==> config.mk <==
export PLATFORM = sky130hd
export DESIGN_NAME = bcdvs_ctrl
export DESIGN_NICKNAME = d
export VERILOG_FILES = /design/src/bcdvs_ctrl.v /design/src/bcdvs_target.v
export VERILOG_INCLUDE_DIRS = /design/src /design/src/inc
export SDC_FILE = /design/constraint.sdc
export NUM_CORES = 1
export LEC_CHECK = 0
export BUFFER_PORTS_ARGS = -buffer_cell sky130_fd_sc_hd__buf_2
export CORE_MARGIN = 1.5
export CORE_UTILIZATION = 40
export CTS_BUF_LIST = sky130_fd_sc_hd__clkbuf_4 sky130_fd_sc_hd__clkbuf_8
export DETAILED_ROUTE_END_ITERATION = 10
export HOLD_SLACK_MARGIN = 0.1
export PLACE_DENSITY = 0.69
export SYNTH_ARGS = -nofsm -noshare
export SYNTH_HDL_FRONTEND = slang
export SYNTH_SLANG_ARGS = --single-unit
==> constraint.sdc <==
create_clock -name i_clock -period 6.1 [get_ports i_clock]
set_input_delay 0.305 -clock i_clock [delete_from_list [all_inputs] [get_ports i_clock]]
set_output_delay 0.305 -clock i_clock [all_outputs]
set_load 0.01 [all_outputs]
==> src/inc/bcdvs_map.vh <==
// register offsets, field positions, reset values and timing counts
// for the buck converter scaling and soft-start control block
`ifndef BCDVS_MAP_VH
`define BCDVS_MAP_VH

// ---------------------------------------------------------------
// register offsets
// ---------------------------------------------------------------
`define BCDVS_ADDR_C1_DVS   16'h405a
`define BCDVS_ADDR_C2_CTL1  16'h405b
`define BCDVS_ADDR_C2_CTL2  16'h405c
`define BCDVS_ADDR_C2_ON    16'h405d
`define BCDVS_ADDR_C2_SLP   16'h405e
`define BCDVS_ADDR_C2_DVS   16'h405f
`define BCDVS_ADDR_C3_CTL1  16'h4060
`define BCDVS_ADDR_KEY      16'h4070
`define BCDVS_ADDR_STATUS   16'h4071

// ---------------------------------------------------------------
// writable masks and reset values
// ---------------------------------------------------------------
`define BCDVS_MASK_DVS      16'h187f
`define BCDVS_MASK_C2_CTL1  16'hd3b3
`define BCDVS_MASK_C2_CTL2  16'hdf71
`define BCDVS_MASK_ON_SLP   16'he37f
`define BCDVS_MASK_C3_CTL1  16'h10b0
`define BCDVS_RST_C2_CTL1   16'h8000
`define BCDVS_RST_C2_CTL2   16'h0300
`define BCDVS_RST_C3_CTL1   16'h0014
`define BCDVS_RST_ZERO      16'h0000

// ---------------------------------------------------------------
// field positions
// ---------------------------------------------------------------
`define BCDVS_SRC_HI        12
`define BCDVS_SRC_LO        11
`define BCDVS_VSEL_HI       6
`define BCDVS_SS_HI         5
`define BCDVS_SS_LO         4
`define BCDVS_LIM_HI        3
`define BCDVS_LIM_LO        2
`define BCDVS_CAP_HI        1
`define BCDVS_CAP_LO        0

// ---------------------------------------------------------------
// codes
// ---------------------------------------------------------------
`define BCDVS_SRC_OFF       2'h0
`define BCDVS_SRC_REG       2'h1
`define BCDVS_SRC_HWA       2'h2
`define BCDVS_SRC_HWB       2'h3
`define BCDVS_VSEL_MIN      7'h08
`define BCDVS_VSEL_MAX      7'h68
`define BCDVS_SS_NONE       2'h0
`define BCDVS_SS_512US      2'h1
`define BCDVS_SS_4MS        2'h2
`define BCDVS_KEY_VALUE     16'h9716
`define BCDVS_SS_STEPS      2'h3

// ---------------------------------------------------------------
// timing, 40 MHz clock; step figures in microseconds
// ---------------------------------------------------------------
`define BCDVS_CLK_MHZ       40
`define BCDVS_T512_US       512
`define BCDVS_T4096_US      4096
`define BCDVS_T32768_US     32768

`endif

==> src/bcdvs_ctrl.v <==
// register file and sequencing for converter scaling and soft-start
// assumes a single-cycle strobe master and synchronous scaling inputs
`timescale 1ns/1ps
`include "bcdvs_map.vh"

// Function
// - The scaling source picks off, register enable, input a or b.
// - Scaling codes step 12.5mV and clamp to 08h and 68h.
// - Converter three starts through three timed current-limit steps for soft-start codes other than 00.
// - Soft-start codes give none, 512us, 4.096ms, 32.768ms; reset 01.
// - The hysteretic current cap starts at code 01; 00 means 50mA.
// - Cap codes give 100/200/400mA and change only after key unlock.
// - Output cap range is written only during configuration load.
module bcdvs_ctrl
#(
	parameter [23:0] P_T512  = `BCDVS_T512_US * `BCDVS_CLK_MHZ,
	parameter [23:0] P_T4096 = `BCDVS_T4096_US * `BCDVS_CLK_MHZ,
	parameter [23:0] P_T32K  = `BCDVS_T32768_US * `BCDVS_CLK_MHZ
)
(
	input  wire        i_clock,
	input  wire        i_rst_n,
	input  wire        i_ce,
	input  wire [15:0] i_addr,
	input  wire [15:0] i_wdata,
	input  wire        i_wr,
	input  wire        i_rd,
	input  wire        i_cfg_load,
	input  wire        i_hw_scaling_input_a,
	input  wire        i_hw_scaling_input_b,
	input  wire        i_conv3_start,
	output reg  [15:0] o_rdata,
	output reg         o_conv1_scaling_active,
	output reg  [6:0]  o_conv1_target_code,
	output reg         o_conv2_scaling_active,
	output reg  [6:0]  o_conv2_target_code,
	output reg  [1:0]  o_conv3_limit_step,
	output reg         o_conv3_started,
	output reg  [1:0]  o_conv3_hysteretic_current_cap,
	output reg  [1:0]  o_conv3_output_cap_range
);

	// -----------------------------------------------------------
	// register storage
	// -----------------------------------------------------------
	reg [15:0] c1_dvs_q;
	reg [15:0] c2_ctl1_q;
	reg [15:0] c2_ctl2_q;
	reg [15:0] c2_on_q;
	reg [15:0] c2_slp_q;
	reg [15:0] c2_dvs_q;
	reg [15:0] c3_ctl1_q;
	reg        unlocked_q;

	wire       c1_act;
	wire [6:0] c1_code;
	wire       c2_act;
	wire [6:0] c2_code;

	// address match, shared by write decode and the cap-field guards
	function hit;
		input [15:0] a;
		input [15:0] b;
		hit = (a == b);
	endfunction

	// only bits in the mask move; the rest keep their stored value so
	// reserved bits always read back zero
	function [15:0] merge;
		input [15:0] old;
		input [15:0] nv;
		input [15:0] mask;
		merge = (old & ~mask) | (nv & mask);
	endfunction

	// -----------------------------------------------------------
	// register writes
	// -----------------------------------------------------------
	localparam [15:0] C3_RST = `BCDVS_RST_C3_CTL1;

	wire wr_c3 = i_wr && hit(i_addr, `BCDVS_ADDR_C3_CTL1);

	// the current cap and the capacitor range are guarded fields: they
	// stay out of the c3 mask and are written below only when allowed
	always @(posedge i_clock or negedge i_rst_n)
	begin
		if (!i_rst_n)
		begin
			c1_dvs_q   <= `BCDVS_RST_ZERO;
			c2_ctl1_q  <= `BCDVS_RST_C2_CTL1;
			c2_ctl2_q  <= `BCDVS_RST_C2_CTL2;
			c2_on_q    <= `BCDVS_RST_ZERO;
			c2_slp_q   <= `BCDVS_RST_ZERO;
			c2_dvs_q   <= `BCDVS_RST_ZERO;
			c3_ctl1_q  <= `BCDVS_RST_C3_CTL1;
			unlocked_q <= 1'b0;
		end
		else if (i_ce && i_wr)
		begin
			if (hit(i_addr, `BCDVS_ADDR_C1_DVS))
				c1_dvs_q <= merge(c1_dvs_q, i_wdata, `BCDVS_MASK_DVS);
			if (hit(i_addr, `BCDVS_ADDR_C2_CTL1))
				c2_ctl1_q <= merge(c2_ctl1_q, i_wdata,
					`BCDVS_MASK_C2_CTL1);
			if (hit(i_addr, `BCDVS_ADDR_C2_CTL2))
				c2_ctl2_q <= merge(c2_ctl2_q, i_wdata,
					`BCDVS_MASK_C2_CTL2);
			if (hit(i_addr, `BCDVS_ADDR_C2_ON))
				c2_on_q <= merge(c2_on_q, i_wdata, `BCDVS_MASK_ON_SLP);
			if (hit(i_addr, `BCDVS_ADDR_C2_SLP))
				c2_slp_q <= merge(c2_slp_q, i_wdata, `BCDVS_MASK_ON_SLP);
			if (hit(i_addr, `BCDVS_ADDR_C2_DVS))
				c2_dvs_q <= merge(c2_dvs_q, i_wdata, `BCDVS_MASK_DVS);
			if (wr_c3)
			begin
				c3_ctl1_q <= merge(c3_ctl1_q, i_wdata,
					`BCDVS_MASK_C3_CTL1);
				if (unlocked_q)
					c3_ctl1_q[`BCDVS_LIM_HI:`BCDVS_LIM_LO] <=
						i_wdata[`BCDVS_LIM_HI:`BCDVS_LIM_LO];
				if (i_cfg_load)
					c3_ctl1_q[`BCDVS_CAP_HI:`BCDVS_CAP_LO] <=
						i_wdata[`BCDVS_CAP_HI:`BCDVS_CAP_LO];
			end
			// any key write other than the key value locks again
			if (hit(i_addr, `BCDVS_ADDR_KEY))
				unlocked_q <= (i_wdata == `BCDVS_KEY_VALUE);
		end
	end

	// -----------------------------------------------------------
	// target selection per scaling converter
	// -----------------------------------------------------------
	// converter one has no ON code here, so its idle target is the floor
	// code; codes above 48h are not refused at 4MHz switching, that limit
	// is left to software
	localparam N_CONV = 2;
	localparam REG_W  = 16;
	localparam CODE_W = 7;
	localparam SRC_W  = `BCDVS_SRC_HI - `BCDVS_SRC_LO + 1;

	wire [N_CONV*REG_W-1:0]  dvs_pair = {c2_dvs_q, c1_dvs_q};
	wire [N_CONV*CODE_W-1:0] on_pair  = {c2_on_q[`BCDVS_VSEL_HI:0],
		`BCDVS_VSEL_MIN};
	wire [N_CONV-1:0]        act_pair;
	wire [N_CONV*CODE_W-1:0] code_pair;

	genvar g;
	generate
	for (g = 0; g < N_CONV; g = g + 1)
	begin : g_conv
		bcdvs_target u_tgt
		(
			.i_clock      (i_clock),
			.i_rst_n      (i_rst_n),
			.i_ce         (i_ce),
			.i_source     (dvs_pair[g*REG_W+`BCDVS_SRC_LO +: SRC_W]),
			.i_scale_code (dvs_pair[g*REG_W +: CODE_W]),
			.i_on_code    (on_pair[g*CODE_W +: CODE_W]),
			.i_hw_a       (i_hw_scaling_input_a),
			.i_hw_b       (i_hw_scaling_input_b),
			.o_active     (act_pair[g]),
			.o_code       (code_pair[g*CODE_W +: CODE_W])
		);
	end
	endgenerate

	assign c1_act  = act_pair[0];
	assign c1_code = code_pair[CODE_W-1:0];
	assign c2_act  = act_pair[1];
	assign c2_code = code_pair[N_CONV*CODE_W-1:CODE_W];

	// -----------------------------------------------------------
	// converter three soft-start sequencer
	// -----------------------------------------------------------
	localparam [2:0] ST_IDLE = 3'h1;
	localparam [2:0] ST_STEP = 3'h2;
	localparam [2:0] ST_DONE = 3'h4;

	reg [2:0]  state_q;
	reg [23:0] tick_q;
	reg [23:0] len;
	reg [1:0]  step_q;
	wire [1:0] ss = c3_ctl1_q[`BCDVS_SS_HI:`BCDVS_SS_LO];

	// durations are clock-cycle counts so a bench can shrink them; code
	// 00 never reaches the counter, it goes straight to done

	always @*
	begin
		case (ss)
			`BCDVS_SS_512US: len = P_T512;
			`BCDVS_SS_4MS:   len = P_T4096;
			default:         len = P_T32K;
		endcase
	end

	always @(posedge i_clock or negedge i_rst_n)
	begin
		if (!i_rst_n)
		begin
			state_q <= ST_IDLE;
			tick_q  <= 24'h000000;
			step_q  <= 2'h0;
		end
		else if (i_ce)
		begin
			case (state_q)
				ST_IDLE:
					if (i_conv3_start)
					begin
						tick_q <= 24'h000000;
						if (ss == `BCDVS_SS_NONE)
							state_q <= ST_DONE;
						else
						begin
							step_q  <= 2'h1;
							state_q <= ST_STEP;
						end
					end
				// dropping the enable mid-step returns to idle, so a retry
				// always restarts at the first, lowest limit
				ST_STEP:
					if (!i_conv3_start)
					begin
						state_q <= ST_IDLE;
						step_q  <= 2'h0;
					end
					else if (tick_q == len - 24'h000001)
					begin
						tick_q <= 24'h000000;
						if (step_q == `BCDVS_SS_STEPS)
						begin
							step_q  <= 2'h0;
							state_q <= ST_DONE;
						end
						else
							step_q <= step_q + 2'h1;
					end
					else
						tick_q <= tick_q + 24'h000001;
				ST_DONE:
					if (!i_conv3_start)
						state_q <= ST_IDLE;
				default:
					state_q <= ST_IDLE;
			endcase
		end
	end

	// -----------------------------------------------------------
	// read port and registered outputs
	// -----------------------------------------------------------
	// o_rdata is zero outside the cycle after a read strobe, so a late
	// sample sees zero rather than a stale word
	reg [15:0] rd_mux;

	always @*
	begin
		case (i_addr)
			`BCDVS_ADDR_C1_DVS:  rd_mux = c1_dvs_q;
			`BCDVS_ADDR_C2_CTL1: rd_mux = c2_ctl1_q;
			`BCDVS_ADDR_C2_CTL2: rd_mux = c2_ctl2_q;
			`BCDVS_ADDR_C2_ON:   rd_mux = c2_on_q;
			`BCDVS_ADDR_C2_SLP:  rd_mux = c2_slp_q;
			`BCDVS_ADDR_C2_DVS:  rd_mux = c2_dvs_q;
			`BCDVS_ADDR_C3_CTL1: rd_mux = c3_ctl1_q;
			`BCDVS_ADDR_KEY:     rd_mux = {15'h0000, unlocked_q};
			`BCDVS_ADDR_STATUS:  rd_mux = {9'h000, state_q == ST_DONE,
				step_q, c2_act, c1_act, 2'h0};
			default:             rd_mux = `BCDVS_RST_ZERO;
		endcase
	end

	always @(posedge i_clock or negedge i_rst_n)
	begin
		if (!i_rst_n)
		begin
			o_rdata                        <= `BCDVS_RST_ZERO;
			o_conv1_scaling_active         <= 1'b0;
			o_conv1_target_code            <= `BCDVS_VSEL_MIN;
			o_conv2_scaling_active         <= 1'b0;
			o_conv2_target_code            <= `BCDVS_VSEL_MIN;
			o_conv3_limit_step             <= 2'h0;
			o_conv3_started                <= 1'b0;
			o_conv3_hysteretic_current_cap <=
				C3_RST[`BCDVS_LIM_HI:`BCDVS_LIM_LO];
			o_conv3_output_cap_range       <=
				C3_RST[`BCDVS_CAP_HI:`BCDVS_CAP_LO];
		end
		else if (i_ce)
		begin
			o_rdata                <= i_rd ? rd_mux : `BCDVS_RST_ZERO;
			o_conv1_scaling_active <= c1_act;
			o_conv1_target_code    <= c1_code;
			o_conv2_scaling_active <= c2_act;
			o_conv2_target_code    <= c2_code;
			o_conv3_limit_step     <= step_q;
			o_conv3_started        <= (state_q == ST_DONE);
			o_conv3_hysteretic_current_cap <=
				c3_ctl1_q[`BCDVS_LIM_HI:`BCDVS_LIM_LO];
			o_conv3_output_cap_range <=
				c3_ctl1_q[`BCDVS_CAP_HI:`BCDVS_CAP_LO];
		end
	end

endmodule

==> src/bcdvs_target.v <==
// one converter's effective voltage target selection and clamping
// assumes hardware scaling inputs already synchronous to i_clock
`timescale 1ns/1ps
`include "bcdvs_map.vh"

module bcdvs_target
(
	input  wire       i_clock,
	input  wire       i_rst_n,
	input  wire       i_ce,
	input  wire [1:0] i_source,
	input  wire [6:0] i_scale_code,
	input  wire [6:0] i_on_code,
	input  wire       i_hw_a,
	input  wire       i_hw_b,
	output reg        o_active,
	output reg  [6:0] o_code
);

	reg       act;
	reg [6:0] raw;

	always @*
	begin
		case (i_source)
			`BCDVS_SRC_OFF: act = 1'b0;
			`BCDVS_SRC_REG: act = 1'b1;
			`BCDVS_SRC_HWA: act = i_hw_a;
			default:        act = i_hw_b;
		endcase
		raw = act ? i_scale_code : i_on_code;
		// codes below the floor or above the ceiling saturate
		if (raw < `BCDVS_VSEL_MIN)
			raw = `BCDVS_VSEL_MIN;
		else if (raw > `BCDVS_VSEL_MAX)
			raw = `BCDVS_VSEL_MAX;
	end

	always @(posedge i_clock or negedge i_rst_n)
	begin
		if (!i_rst_n)
		begin
			o_active <= 1'b0;
			o_code   <= `BCDVS_VSEL_MIN;
		end
		else if (i_ce)
		begin
			o_active <= act;
			o_code   <= raw;
		end
	end

endmodule

==> impl_metrics.tcl <==
set metrics [dict create \
    grt_pass1_wl_mm 31.1 \
    htreeDepth 4 \
    leakage_nw 4.09 \
    cts_tree "built" \
    wl_met1_mm 8.60 \
    max_freq_ghz 0.374 \
    synth_nets 720 \
    path_cells "inv_1 > ha_1 > and4b_1 > o21bai_1 > nor4_1 > nor2_1 > nor2_2 > o21ai_0" \
    areaGrowthSynthToFinish_pct 13.6 \
    fin_tns_setup_ns 0 \
    fin_ws_ns 3.43 \
    cts_buffer_depth 2 \
    worstHoldPathType "input pin to flip-flop" \
    avgSynthCellArea_sq_um 11.4 \
    start_kind "flip-flop" \
    ir_drop_uv 138 \
    final_common_cell "dfrtp_1" \
    drc 0 \
    wl_mm 19.3 \
    status "complete, no violations" \
    route.met3.wl_mm 1.17 \
    period_needed_ns 2.67 \
    rsz0062_at_grt "false" \
    hold_buffers 4 \
    viasPerCell 5.88 \
    ys_seq_area_share_pct 51.0 \
    path_class "flip-flop to flip-flop" \
    postSynthCellCount 675 \
    synth_top_area_share_pct 47.2 \
    worst_pin_slew_ns 0.997 \
    fin_cells 999 \
    async_reset_ff_share_pct 100 \
    crit_path_end_kind "flip-flop" \
    p_per_area_mw_per_mm2 247 \
    vias 5878 \
    crit_buf_inv 1 \
    synth-main-ff-cell "dfrtp_1" \
    yosys.area.top_type "dfrtp_1" \
    core_area_sq_mm 0.0188 \
    cts.reportedPaths.clkPinSlew_ns 0.09 \
    numCtsBuffers 17 \
    ys_ff_latch 156 \
    synth_cell_types 74 \
    setup_viol 0 \
    wl_per_cell_um 19.3 \
    highest_layer "met4" \
    antenna_found_initial 0 \
    netlist_top_cells_area "dfrtp_1 (47%), mux2_2 (15%), dfstp_2 (3.8%), nand2_1 (2.2%), nor2_1 (1.9%)" \
    cts_resized 0 \
    cts_root_buf "clkbuf_8" \
    clock_sinks 156 \
    critPathMaxStageDelay_ns 0.56 \
    dp_hpwl_mm 13.4 \
    maxCapViolations 0 \
    cp.arrival_ns 3.01 \
    grt_max_degree 71 \
    syn_area_sq_mm 0.00768 \
    rows 50 \
    ioPinCount 80 \
    dp_slack_ns 3.18 \
    dr.pass1.iters 5 \
    max_slew_margin_pct 33.3 \
    first_global_vias 5730 \
    synth_edf_count 0 \
    cp_top_family "simple AND/OR/NAND/NOR gates" \
    fin_worst_hold_slack_ns 0.128 \
    mostFrequentLayoutCells "dfrtp_1 (145), mux2_2 (103), buf_2 (78)" \
    synth_warnings 0 \
    track_usage_pct 20.1 \
    start_util_pct 40.9 \
    dieArea_sq_mm 0.0200 \
    wl_met2_mm 9.18 \
    path_max_fanout 9 \
    skew_ns 0.0120 \
    portBuffers 79 \
    dp.cells 963 \
    fin_nets 797 \
    required_ns 6.43 \
    die_x_um 142 \
    ant_nets 0 \
    grt.overflow.total 0 \
    die_h_um 142 \
    clk_latency_ns 0.47 \
    hold_viol 0 \
    period_share_pct 43.8 \
    antenna_cells 0 \
    place.gp.congestion 0.842 \
    drt_iter0_drc 588 \
    layout-drive-gt1-share_pct 31.9 \
    post_cts_buffers 0 \
    slew_violations 0 \
    cp_slowest_cell "dfstp_2" \
]
[final cells by class]
class / instances / area (sq um)
clock buffer: 21 / 270
fill: 1747 / 10000
tap: 234 / 293
inverter: 21 / 78.8
multi-input combinational: 469 / 3560
timing repair buffer: 87 / 472
sequential: 156 / 3920
clock inverter: 11 / 134
[cell families after synthesis]
| logic type | share of synthesized area [%] |
|---|---|
| compound gates | 13.0 |
| flops | 51.0 |
| fa+ha+maj | 0.652 |
| simple gates | 15.2 |
| mux | 16.4 |
| buf+inv | 2.67 |
| xor+xnor | 1.03 |
[report_power, final]
part | switching, mW | internal, mW | total (mW) | leakage (nW)
combinational | 0.154 | 0.0885 | 0.243 | 1.78
clock | 0.409 | 0.395 | 0.804 | 0.211
sequential | 0.0384 | 1.07 | 1.10 | 2.10
[synthesized netlist by cell type, types with 5 or more instances]
cell and instances:
nor2b_1 9, buf_2 5, a21oi_1 24, nand2_1 46
a211oi_1 7, xor2_1 7, clkbuf_1 17, buf_1 5
mux2i_1 10, dfrtp_1 145, mux2_2 103, and3_1 10
o211ai_1 6, nor3_1 11, nand3_1 26, nand2b_1 6
a21o_1 7, o2bb2ai_1 15, a22o_1 6, dfstp_2 11
nor2_1 38, o22ai_1 10, inv_1 20, a22oi_1 14
o21ai_0 19, nand4_1 8
[metrics by stage]
step | total power [mW] | util, % | instance area, sq um
after floorplan | 1.26 | - | 7680
after detailed placement | 1.36 | 44.1 | 8280
after global routing | 2.25 | 46.5 | 8720
final | 2.15 | 46.5 | 8720
after CTS | 2.17 | 46.5 | 8720
after global placement | 1.36 | 44.1 | 8280
[metal layers]
metal,global-route usage (%),vias up
met5,0,-
met4,6.78,0
met3,4.96,34
met2,31.8,190
met1,27.2,2969
li1,-,2685
[sequential cells by signal, indices dropped and copies added (netlist names)]
signal and cells:
tick_q 24, o_rdata 16, g_conv.u_tgt.o_code 14, c2_on_q 12, c2_slp_q 12, c2_ctl2_q 11, c2_ctl1_q 10, c1_dvs_q 9
c2_dvs_q 9, c3_ctl1_q 8, o_conv1_target_code 7, o_conv2_target_code 7, state_q 3, g_conv.u_tgt.o_active 2, o_conv3_hysteretic_current_cap 2, o_conv3_limit_step 2
o_conv3_output_cap_range 2, step_q 2, o_conv1_scaling_active 1, o_conv2_scaling_active 1, o_conv3_started 1, unlocked_q 1
[final timing paths]
| check | startpoint | end | cells past startpoint | slack, ns |
|---|---|---|---|---|
| worst max register to register | c3_ctl1_q[4] | tick_q[11] | 8 | 3.43 |
| max in group asynchronous | i_rst_n | c2_dvs_q[2] | 3 | 4.61 |
| worst min register to register | o_rdata[8] | o_rdata[8] | 1 | 0.48 |
| worst max-delay path | c3_ctl1_q[4] | tick_q[11] | 8 | 3.43 |
| min in group asynchronous | i_rst_n | tick_q[22] | 2 | 0.42 |
| worst min-delay path | i_wdata[9] | c2_ctl2_q[9] | 2 | 0.13 |
Power figures use the tool's default switching activity.
